[config.mk]
export PLATFORM = sky130hd
export DESIGN_NAME = dba_arbiter
export DESIGN_NICKNAME = d
export VERILOG_FILES = /design/src/core/dba_pkg.sv /design/src/core/dba_sync3.sv /design/src/core/dba_prio_pick.sv /design/src/core/dba_arbiter.sv
export SDC_FILE = /design/constraint.sdc
export NUM_CORES = 1
export LEC_CHECK = 0
export ABC_AREA = 1
export BUFFER_PORTS_ARGS = -buffer_cell sky130_fd_sc_hd__buf_2
export CORE_UTILIZATION = 51
export DETAILED_ROUTE_END_ITERATION = 16
export GPL_TIMING_DRIVEN = 0
export PLACE_DENSITY = 0.74
export SYNTH_ARGS = -nofsm -noshare
export SYNTH_HDL_FRONTEND = slang
export SYNTH_HIERARCHICAL = 1
export SYNTH_SLANG_ARGS = --single-unit
[constraint.sdc]
create_clock -name clk_i -period 2.15 [get_ports clk_i]
set_input_delay 0.43 -clock clk_i [delete_from_list [all_inputs] [get_ports clk_i]]
set_output_delay 0.43 -clock clk_i [all_outputs]
set_load 0.01 [all_outputs]
[src/core/dba_pkg.sv]
// Shared constants and types for the data break and interrupt arbiter
package dba_pkg;

	// ****************************************
	// Clock and memory cycle timing
	// ****************************************
	localparam int CLK_PERIOD_NS = 10;
	localparam int MEM_CYCLE_NS  = 1400;
	localparam int SAMPLE_LEAD_NS = 300;
	localparam int CYC_CLKS    = MEM_CYCLE_NS / CLK_PERIOD_NS;
	// Least lead, rounded up to whole cycles
	localparam int SAMPLE_CLKS = (SAMPLE_LEAD_NS + CLK_PERIOD_NS - 1) / CLK_PERIOD_NS;

	localparam int CNT_W = 8;
	localparam logic [CNT_W-1:0] CNT_ZERO  = 8'h00;
	localparam logic [CNT_W-1:0] CYC_LAST  = CNT_W'(CYC_CLKS - 1);
	localparam logic [CNT_W-1:0] SAMPLE_AT = CNT_W'(CYC_CLKS - SAMPLE_CLKS);

	// Service latency bounds seen by a break requester
	localparam int BRK_LAT_INTERNAL_NS = 1700;
	localparam int BRK_LAT_EXT_IO_NS   = 4900;
	localparam int BRK_LAT_INTERNAL_CLKS = BRK_LAT_INTERNAL_NS / CLK_PERIOD_NS;
	localparam int BRK_LAT_EXT_IO_CLKS   = BRK_LAT_EXT_IO_NS / CLK_PERIOD_NS;
	localparam int FLAG_BLIND_NS = 300;

	// ****************************************
	// Break lengths and instruction codes
	// ****************************************
	localparam logic [1:0] BRK_MORE_NONE  = 2'h0;
	localparam logic [1:0] BRK_MORE_THREE = 2'h2;
	localparam logic [1:0] BRK_MORE_STEP  = 2'h1;

	localparam int OP_W = 12;
	localparam logic [OP_W-1:0] OP_SKIP_IF_INT_PENDING = 12'hc03; // octal 6003
	localparam int ADDR_W = 12;
	localparam logic [ADDR_W-1:0] INT_VECTOR_ADDR = 12'h000;

	// ****************************************
	// Memory owner state, Gray coded
	// ****************************************
	typedef enum logic [1:0] {
		DBA_OWN_CPU = 2'b00,
		DBA_OWN_BRK = 2'b01,
		DBA_OWN_INT = 2'b11
	} dba_owner_e;

endpackage : dba_pkg

[src/core/dba_sync3.sv]
// Three-stage input synchroniser with agreement filter
module dba_sync3
	import dba_pkg::*;
#(
	parameter int W = 1
)(
	input  wire logic         clk_i,
	input  wire logic         srst_i,
	input  wire logic [W-1:0] async_i,
	output logic      [W-1:0] sync_o
);

	typedef struct packed {
		logic [W-1:0] ff1;
		logic [W-1:0] ff2;
		logic [W-1:0] ff3;
		logic [W-1:0] level;
	} dba_sync_s;

	dba_sync_s st;
	dba_sync_s next_st;

	always_comb
	begin
		next_st     = st;
		next_st.ff1 = async_i;
		next_st.ff2 = st.ff1;
		next_st.ff3 = st.ff2;
		// Only a bit whose last two stages agree may change
		next_st.level = (~(st.ff2 ^ st.ff3) & st.ff3) | ((st.ff2 ^ st.ff3) & st.level);
	end

	always_ff @(posedge clk_i)
	begin
		if (srst_i)
			st <= '0;
		else
			st <= next_st;
	end

	assign sync_o = st.level;

endmodule : dba_sync3

[src/core/dba_prio_pick.sv]
// Fixed priority picker, index zero highest
module dba_prio_pick
	import dba_pkg::*;
#(
	parameter int N = 4
)(
	input  wire logic [N-1:0] req_i,
	output logic      [N-1:0] gnt_o
);

	logic [N-1:0] taken_above;

	genvar gi;
	generate
		for (gi = 0; gi < N; gi++)
		begin : g_pick
			if (gi == 0)
			begin : g_first
				assign taken_above[gi] = 1'b0;
			end
			else
			begin : g_rest
				assign taken_above[gi] = taken_above[gi-1] | req_i[gi-1];
			end
			assign gnt_o[gi] = req_i[gi] & ~taken_above[gi];
		end
	endgenerate

endmodule : dba_prio_pick

[src/core/dba_arbiter.sv]
// Memory cycle timer and data break / program interrupt arbiter
module dba_arbiter
	import dba_pkg::*;
#(
	parameter int N_BRK = 4
)(
	input  wire logic              clk_i,
	input  wire logic              srst_i,
	input  wire logic [N_BRK-1:0]  brk_req_i,
	input  wire logic [N_BRK-1:0]  brk_three_i,
	input  wire logic              int_req_i,
	input  wire logic              int_enable_i,
	input  wire logic              fetch_next_i,
	input  wire logic              io_stall_i,
	input  wire logic              instr_valid_i,
	input  wire logic [OP_W-1:0]   instr_op_i,
	output logic                   cycle_end_o,
	output logic                   sample_o,
	output logic [N_BRK-1:0]       brk_grant_o,
	output logic                   brk_active_o,
	output logic                   int_ack_o,
	output logic                   force_jsr_o,
	output logic [ADDR_W-1:0]      jsr_addr_o,
	output logic                   skip_o
);

	// ****************************************
	// State
	// ****************************************
	typedef struct packed {
		logic [CNT_W-1:0] cyc_cnt;
		logic [N_BRK-1:0] brk_seen;
		logic [N_BRK-1:0] three_seen;
		logic             int_seen;
		dba_owner_e       owner;
		logic [1:0]       brk_more;
		logic [N_BRK-1:0] grant;
		logic             cycle_end;
		logic             sample;
		logic             int_ack;
		logic             skip;
		logic             brk_active;
		logic             force_jsr;
	} dba_arb_s;

	dba_arb_s st;
	dba_arb_s next_st;

	logic [N_BRK-1:0] brk_req_sync;
	logic [N_BRK-1:0] brk_three_sync;
	logic             int_req_sync;
	logic [N_BRK-1:0] brk_pick;

	// ****************************************
	// Pin synchronisers and priority picker
	// ****************************************
	dba_sync3 #(
		.W (2 * N_BRK + 1)
	) u_sync (
		.clk_i   (clk_i),
		.srst_i  (srst_i),
		.async_i ({int_req_i, brk_three_i, brk_req_i}),
		.sync_o  ({int_req_sync, brk_three_sync, brk_req_sync})
	);

	// Caller wires the shortest-lifetime requester to index zero
	dba_prio_pick #(
		.N (N_BRK)
	) u_pick (
		.req_i (st.brk_seen),
		.gnt_o (brk_pick)
	);

	// ****************************************
	// Next state
	// ****************************************
	always_comb
	begin
		next_st           = st;
		next_st.cycle_end = 1'b0;
		next_st.sample    = 1'b0;
		next_st.int_ack   = 1'b0;
		next_st.skip      = 1'b0;

		// Cycle timer; an external I/O pause stretches the cycle
		if (st.cyc_cnt != CYC_LAST)
			next_st.cyc_cnt = CNT_W'(st.cyc_cnt + 1'b1);
		else if (!io_stall_i)
			next_st.cyc_cnt = CNT_ZERO;

		// One look per cycle: a flag set just after it waits a cycle
		if (st.cyc_cnt == SAMPLE_AT)
		begin
			next_st.sample     = 1'b1;
			next_st.brk_seen   = brk_req_sync;
			next_st.three_seen = brk_three_sync;
			next_st.int_seen   = int_req_sync;
		end

		// Decide the owner of the next memory cycle at the boundary
		if (st.cyc_cnt == CYC_LAST && !io_stall_i)
		begin
			next_st.cycle_end = 1'b1;
			if (st.owner == DBA_OWN_BRK && st.brk_more != BRK_MORE_NONE)
			begin
				// No preemption mid-break, even by a higher requester
				next_st.brk_more = st.brk_more - BRK_MORE_STEP;
			end
			else if (st.brk_seen != '0)
			begin
				next_st.owner    = DBA_OWN_BRK;
				next_st.grant    = brk_pick;
				next_st.brk_more = ((brk_pick & st.three_seen) != '0) ?
					BRK_MORE_THREE : BRK_MORE_NONE;
			end
			else if (st.int_seen && int_enable_i && fetch_next_i)
			begin
				next_st.owner    = DBA_OWN_INT;
				next_st.grant    = '0;
				next_st.brk_more = BRK_MORE_NONE;
				next_st.int_ack  = 1'b1;
			end
			else
			begin
				next_st.owner    = DBA_OWN_CPU;
				next_st.grant    = '0;
				next_st.brk_more = BRK_MORE_NONE;
			end
		end

		if (instr_valid_i && instr_op_i == OP_SKIP_IF_INT_PENDING)
			next_st.skip = int_req_sync;

		// Owner flags kept in flops so the pins come straight from a register
		next_st.brk_active = (next_st.owner == DBA_OWN_BRK);
		next_st.force_jsr  = (next_st.owner == DBA_OWN_INT);
	end

	always_ff @(posedge clk_i)
	begin
		if (srst_i)
		begin
			st       <= '0;
			st.owner <= DBA_OWN_CPU;
		end
		else
		begin
			st <= next_st;
		end
	end

	// ****************************************
	// Outputs
	// ****************************************
	assign cycle_end_o  = st.cycle_end;
	assign sample_o     = st.sample;
	assign brk_grant_o  = st.grant;
	assign brk_active_o = st.brk_active;
	assign int_ack_o    = st.int_ack;
	assign force_jsr_o  = st.force_jsr;
	assign jsr_addr_o   = INT_VECTOR_ADDR;
	assign skip_o       = st.skip;

endmodule : dba_arbiter

==> results.md, run 1 <==
* Crit Path Category: flop to flop
* Hold Crit Class: input port to flop
* Met1 usage at 18.1%
* Setup bufs post-CTS at 0
* Reg2reg start: st[24]
* Leading cell type in the layout, fill and taps excluded: dfxtp_1
* Antenna Cells at 0
* CTS resizes at 0
* Critical path startpoint: st[24]
* Core Box Area at 5140 um^2
* Total gr overflow at 0
* Setup crit start kind: flop
* Leak Pwr at 0.00152 uW
* Setup Skew at 0.00451 ns
* CP top delay family: simple AND/OR/NAND/NOR gates
* Sequential fraction of the synthesis area at 49.2%
* CTS tree: done
* Vias at 2,010
* Die ar. at 5640 um^2
* Starting Density at 53.0%
* Critical Path RT at 2.38 ns
* Crit path cell chain: ha_1 > inv_1 > nor2_4 > nand2_4 > nor2_8 > nand2_1 > nand3_1 > nor2_1
* DR vias/cell at 4.29
* # fillers at 498
* Max-Cap Viols at 0
* Final setup viols at 0
* CTS sink count at 67
* PortBufs at 35
* Placer Congestion at 0.807
* Top-area cell type share of the netlist area at 49.2%
* Busiest layer in global routing: met2
* Std cell rows at 26
* Die Span X at 75.1 um
* CTS Buf Count at 9
* Slew Limit Fails at 0
* Minimum clock period after layout at 1.48 ns
* CTS clk-pin slew, worst paths at 0.06 ns
* Final hold vios at 0
* Library cells used by synthesis at 27
* Synth warnings at 6
* Syn-to-layout area delta at 18.5%
* Post-DR wirelength/cell at 9.12 um
* Routed WL at 4270 um
* Initial antenna violation count at 0
* Unrepaired setup endpoints after global routing: no
* Largest net degree at the start of global routing at 11
* Pwr dens at 758 nW/um^2
* Total global-route track usage at 16.9%
* Flops & latches, synth at 67
* Ports at 49
* CP Depth at 8
* Setup crit end: force_jsr_o
* DIE HEIGHT at 75.1 um
* Clk buf depth at 2
* Synth area leaders: dfxtp_1, inv_1, nor2_1
* Period utilisation layout at 69.0%
* CP peak stage delay at 0.38 ns
* Max VDD drop at 0.475 mV
* Number of detailed-route iterations in the first pass at 4
* Final setup margin at 0.666 ns
* Arr. time, crit path at 1.71 ns
* Crit. End Element: flop
* First-pass GRT wire length at 6940 um
* Clk root buf: clkbuf_8
* Mapped cell area at 2730 um^2
* Synth area leader: dfxtp_1
* H-tree levels at 3
* Met3 Usage GRT at 8.17%
* R2r worst-path depth at 8
* Clk_lat worst skew at 0.34 ns
* Hold Buf Count CTS at 0
* Starting DRT DRC Count at 64
* Synth Area per Inst at 8.07 um^2
* Met2 usage at 28.7%
* R2R Setup Slk at 0.67 ns
* Pre-CTS setup slack at 0.691 ns
* Final Net Count at 425
* Hold_ws at 0.290 ns
* Setup TNS at 0 ns
* Most frequent cells in the layout: dfxtp_1, inv_1, nor2_1, nand2_1, buf_2
* Slowest CP cell: dfxtp_1
* Cell count after synthesis at 338
* CP bufs+invs at 1
* Via count of the first global-routing pass at 1,672
* R2R Path End: force_jsr_o
* Share of layout cells above drive strength 1 at 24.9%
* Fmax at 674 MHz
* DRC Markers at 0
* Status: finished clean
* Post-DP HPWL at 3090 um
* Crit-path max FO at 8
* Antenna viol nets, final at 0
-- power breakdown --
group / leakage (uW) / internal, uW / switching, uW
Sequential: 0.000545 / 1270 / 15.2
Combinational: 0.000870 / 59.7 / 65.5
Clock: 0.000104 / 615 / 425
Total: 0.00152 / 1940 / 505
-- stage by stage --
step	power (uW)	utilization, %	instance area (um^2)	instances
6_report	2450	62.9	3230	468
5_1_grt	2550	62.9	3230	468
4_1_cts	2480	62.9	3230	468
3_5_place_dp	1440	59.0	3030	454
3_3_place_gp	1430	59.0	3030	454
2_1_floorplan	1400	-	2770	349
-- worst min path at each step --
stage | startpoint | endpoint | slack, ns | depth (start not counted)
after CTS | brk_three_i[0] | u_sync/next_st[22] | 0.27 | 3
after global routing | int_req_i | u_sync/next_st[26] | 0.28 | 3
after global placement | u_sync/next_st[22] | u_sync/next_st[13] | 0.39 | 2
after detailed placement | u_sync/next_st[20] | u_sync/next_st[11] | 0.39 | 2
after floorplan | u_sync/next_st[19] | u_sync/next_st[10] | 0.39 | 2
final | brk_req_i[3] | u_sync/next_st[21] | 0.29 | 3
-- worst reg2reg max path, stage by stage, from the launching register on --
cell	delay, ns
dfxtp_1	0.38
ha_1	0.22
inv_1	0.10
nor2_4	0.19
nand2_4	0.11
nor2_8	0.14
nand2_1	0.06
nand3_1	0.12
nor2_1	0.05
-- cell type report --
type,instances,area [um^2],share of cell area (%)
buffer,32,250,7.75
clock buffer,12,165,5.11
clock inverter,2,35.0,1.08
inverter,60,233,7.20
multi-input combinational,190,943,29.2
sequential,67,1340,41.5
tap,70,87.6,2.71
timing repair buffer,35,175,5.42
-- cells by family (layout without fill, tap and decap cells) --
logic type               count (synthesis)  count (layout)  synth area share [%]
other                                    1              12                 0.138
AO/OA/AOI/OAI                           50              50                  10.4
adder cells (fa/ha/maj)                  3               3                  1.38
buffers and inverters                   92             141                  17.7
XOR/XNOR                                 3               3                 0.964
AND/OR/NAND/NOR                        122             122                  20.2
flip-flops                              67              67                  49.2
-- synth_stat cells --
library cell  number
a21oi_1           26
nand3_4            1
xnor2_1            1
nor2_8             1
o21ai_0           14
nand3_2            1
nor4_1             1
buf_4             26
buf_2              2
inv_1             58
nand3_1           13
buf_6              4
ha_1               3
nor2_4             2
o21ai_1            1
nand4_1            3
o21ai_2            9
nand2_1           38
conb_1             1
nor2_2             1
nor2_1            56
nand2_4            1
nor3_1             4
inv_2              1
xor2_1             2
inv_8              1
dfxtp_1           67
-- metal layers --
metal  up-vias  share of wire [%]
li1       1114                  -
met1       857                 46
met2        32                 49
met3         7                4.4
met4         0                1.5
met5         -                  0
Power figures use the tool's default switching activity.
==> run 2: changes to the inputs <==
--- a/config.mk
+++ b/config.mk
@@ -5,7 +5,7 @@
 export SDC_FILE = /design/constraint.sdc
 export NUM_CORES = 1
 export LEC_CHECK = 0
-export ABC_AREA = 1
+export ABC_AREA = 0
 export BUFFER_PORTS_ARGS = -buffer_cell sky130_fd_sc_hd__buf_2
 export CORE_UTILIZATION = 51
 export DETAILED_ROUTE_END_ITERATION = 16
==> constraint.sdc (replaced) <==
create_clock -name clk_i -period 1.5 [get_ports clk_i]
set_input_delay 0.3 -clock clk_i [delete_from_list [all_inputs] [get_ports clk_i]]
set_output_delay 0.3 -clock clk_i [all_outputs]
set_load 0.01 [all_outputs]
==> run 2 against run 1 <==
Compared with the run above:
- the run now ends with setup timing left
- utilization increased by 3.4 points
- final cell count decreased by 11%
- critical endpoint is now brk_grant_o[0]
- largest power group unchanged
- via count increased by 6.7%
- register-to-register slack got worse by 0.80 ns
- largest cell class unchanged
- highest routed layer unchanged
==> results.md, run 2 <==
* PortBufs at 36 (+2.9%)
* Share of layout cells above drive strength 1 at 36.8% (+12 points)
* Starting Density at 53.3% (+0.22 points)
* DR vias/cell at 5.17 (+20%)
* Post-synth top cells: dfxtp_1, buf_4, nor2b_1, o21ai_0, a21oi_1
* R2r worst-path depth at 3 (-5)
* Crit. End Element: flop
* First-pass GRT wire length at 8050 um (+16%)
* Unrepaired setup endpoints after global routing: yes
* Core Box Area at 5140 um^2 (unchanged)
* Minimum clock period after layout at 1.63 ns (+0.148 ns)
* Std cell rows at 26 (unchanged)
* Status: finished with violations
* Hold depth at 2 (-1)
* CP top delay family: compound AO/OA/AOI/OAI gates
* Mux contribution to synthesized area at 0% (unchanged)
* Total global-route track usage at 19.3% (+2.4 points)
* CP bufs+invs at 0 (-1)
* CTS sink count at 67 (unchanged)
* Starting DRT DRC Count at 56 (-13%)
* Post-synthesis xor/xnor area fraction at 0.640% (-0.32 points)
* Clk root buf: clkbuf_8
* Leading cell type in the layout, fill and taps excluded: dfxtp_1
* Cell count after synthesis at 282 (-17%)
* Synth async-reset ratio at 0% (unchanged)
* CTS tree: done
* Vias at 2,144 (+6.7%)
* R2R Path End: brk_grant_o[0]
* Max-Cap Viols at 0 (unchanged)
* Hold Path Origin: instr_op_i[8]
* Via count of the first global-routing pass at 1,843 (+10%)
* Pre-CTS setup slack at -0.398 ns (-1.09 ns)
* Routed WL at 5360 um (+25%)
* Top-area cell type share of the netlist area at 49.0% (-0.20 points)
* Final hold vios at 0 (unchanged)
* Main combinational cell family by area after synthesis: simple AND/OR/NAND/NOR gates
* Hold Path Sink: skip_o
* Internal power at 2730 uW (+40%)
* CP peak stage delay at 0.56 ns (+0.18 ns)
* Leak Pwr at 0.00141 uW (-6.9%)
* DIE HEIGHT at 75.3 um (+0.20%)
* CTS clk-pin slew, worst paths at 0.07 ns (about the same)
* Post-synth EDFFs at 0 (unchanged)
* Fmax at 612 MHz (-9.1%)
* Final setup viols at 4 (+4)
* Die Span X at 75.3 um (+0.20%)
* Crit-path max FO at 6 (-2)
* Syn-to-layout area delta at 24.4%
* Clk buf depth at 2 (unchanged)
* Most frequent cells in the layout: dfxtp_1, buf_2, buf_4, nor2b_1, a21oi_1
* Mapped cell area at 2740 um^2 (+0.41%)
* H-tree levels at 3 (unchanged)
* Crit Path Category: flop to flop
* Max VDD drop at 0.798 mV (+68%)
* Largest net degree at the start of global routing at 16 (+5)
* Hold Buf Count CTS at 0 (unchanged)
* Most frequent cell after synthesis: dfxtp_1
* Synth Area in Compound Gates at 15.6% (+5.2 points)
* Post-DR wirelength/cell at 12.9 um (+41%)
* Setup Skew at 0.00656 ns (+0.00205 ns)
* Die ar. at 5660 um^2 (+0.40%)
* Final Net Count at 371 (-13%)
* Library cells used by synthesis at 49 (+81%)
* Initial antenna violation count at 0 (unchanged)
* Arr. time, crit path at 1.87 ns (+0.16 ns)
* Slowest CP cell: or4_4
* Synth warnings at 6 (unchanged)
* Total gr overflow at 0 (unchanged)
* Simple-gate share of the synthesized area at 21.8% (+1.7 points)
* Ports at 49 (unchanged)
* Clock power frac at 41.5% (-1.0 points)
* Final setup margin at -0.133 ns (-0.798 ns)
* Period utilisation layout at 109% (+40 points)
* Final core utilization at 66.3% (+3.4 points)
* Flops & latches, synth at 67 (unchanged)
* Reg2reg start: st[28]
* Synth Flop Type: dfxtp_1
* CTS Buf Count at 9 (unchanged)
* Hold Crit Class: input port to flop
* Slew Limit Fails at 0 (unchanged)
* R2R Setup Slk at -0.13 ns (-0.80 ns)
* Area share of fa/ha/maj cells after synthesis at 1.37% (-0.0057 points)
* Sequential fraction of the synthesis area at 49.0% (-0.20 points)
* DRC Markers at 0 (unchanged)
* Setup crit start kind: flop
* Combinational share of power at 6.2% (+1.1 points)
* Share of power burned in registers at 52.2% (-0.2 points)
* Synth Area per Inst at 9.71 um^2 (+20%)
* Pwr dens at 1030 nW/um^2 (+36%)
* Placer Congestion at 0.792 (-1.9%)
* Slew Limit Headroom at 63.5%
* Critical Path RT at 1.73 ns (-0.65 ns)
* Switching power at 786 uW (+55%)
* Clk_lat worst skew at 0.34 ns (about the same)
* Post-DP HPWL at 3510 um (+14%)
* Switching Share at 22.4% (+1.7 points)
* Synth area leader: dfxtp_1
* Failing checks: setup timing
* Number of detailed-route iterations in the first pass at 4 (unchanged)
* Crit path cell chain: or4_4 > o311a_1 > a41o_1
* Actual slew at the worst max-slew pin at 0.547 ns
* Synth area leaders: dfxtp_1, buf_4, nor2b_1
* Antenna Cells at 0 (unchanged)
* Antenna viol nets, final at 0 (unchanged)
==> run 2: changes by cell type after synthesis, moves of 7 or more <==
| cell | previous run | this run |
|---|---|---|
| nor2_1 | 56 | 3 |
| inv_1 | 58 | 4 |
| nor2b_1 | 0 | 25 |
| o21ai_2 | 9 | 0 |
| o21ai_0 | 14 | 24 |
| nand2_1 | 38 | 14 |
| clkbuf_1 | 0 | 7 |
==> run 2: worst max path at each step <==
stage | depth (start not counted) | from | slack (ns) | to
after floorplan | 4 | st[29] | -0.09 | brk_grant_o[0]
after global placement | 5 | st[23] | -0.40 | st[12]
after detailed placement | 5 | st[24] | -0.40 | st[12]
after CTS | 3 | st[28] | -0.09 | brk_grant_o[0]
after global routing | 3 | st[28] | -0.17 | brk_grant_o[0]
final | 3 | st[28] | -0.13 | brk_grant_o[0]
==> run 2: cell type report <==
class / count / area [um^2]
Multi-Input combinational cell: 181 / 1240
Inverter: 4 / 15.0
Timing Repair Buffer: 42 / 225
Buffer: 36 / 279
Clock inverter: 4 / 51.3
Sequential cell: 67 / 1360
Tap cell: 70 / 87.6
Clock buffer: 11 / 141
Fill cell: 425 / 1730
==> run 2: routing by layer <==
| metal | routed length (um) | GRT usage [%] | share of wire, % | vias to the layer above |
|---|---|---|---|---|
| li1 | - | - | - | 1089 |
| met1 | 2360 | 23.0 | 44 | 973 |
| met2 | 2600 | 31.4 | 48 | 71 |
| met3 | 291 | 5.22 | 5.4 | 11 |
| met4 | 107 | 11.3 | 2.0 | 0 |
| met5 | 0 | 0 | 0 | - |
==> run 2: power groups by stage <==
stage               Sequential, uW  Combinational, uW  Clock, uW
floorplan                     1870                140          0
finish                        1830                219       1460
CTS                           1830                211       1480
detailed placement            1870                203          0
global placement              1870                199          0
global route                  1840                246       1580
==> run 2: timing repair <==
| action | in CTS | in global routing |
|---|---|---|
| gates resized for setup | 18 | 30 |
| endpoints found under the setup margin | 27 | 21 |
| endpoints found under the hold margin | 0 | 0 |
| buffers inserted | 4 | 2 |
| pin swaps | 4 | 6 |
==> run 2: logic make-up after synthesis <==
| logic type | Yosys count |
|---|---|
| simple gates | 96 |
| compound gates | 68 |
| flops | 67 |
| buf+inv | 45 |
| fa+ha+maj | 3 |
| xor+xnor | 2 |
| other cells | 1 |
==> run 2: per-stage QoR <==
| stage | cells | hold WS [ns] | area, um^2 | total power (uW) | TNS, ns |
|---|---|---|---|---|---|
| floorplan | 293 | 0.375 | 2790 | 2010 | -0.389 |
| global placement | 399 | 0.416 | 3050 | 2070 | -5.73 |
| detailed placement | 399 | 0.425 | 3050 | 2080 | -5.85 |
| CTS | 414 | 0.105 | 3330 | 3530 | -0.300 |
| global route | 415 | 0.107 | 3410 | 3660 | -0.548 |
| finish | 415 | 0.111 | 3410 | 3510 | -0.377 |
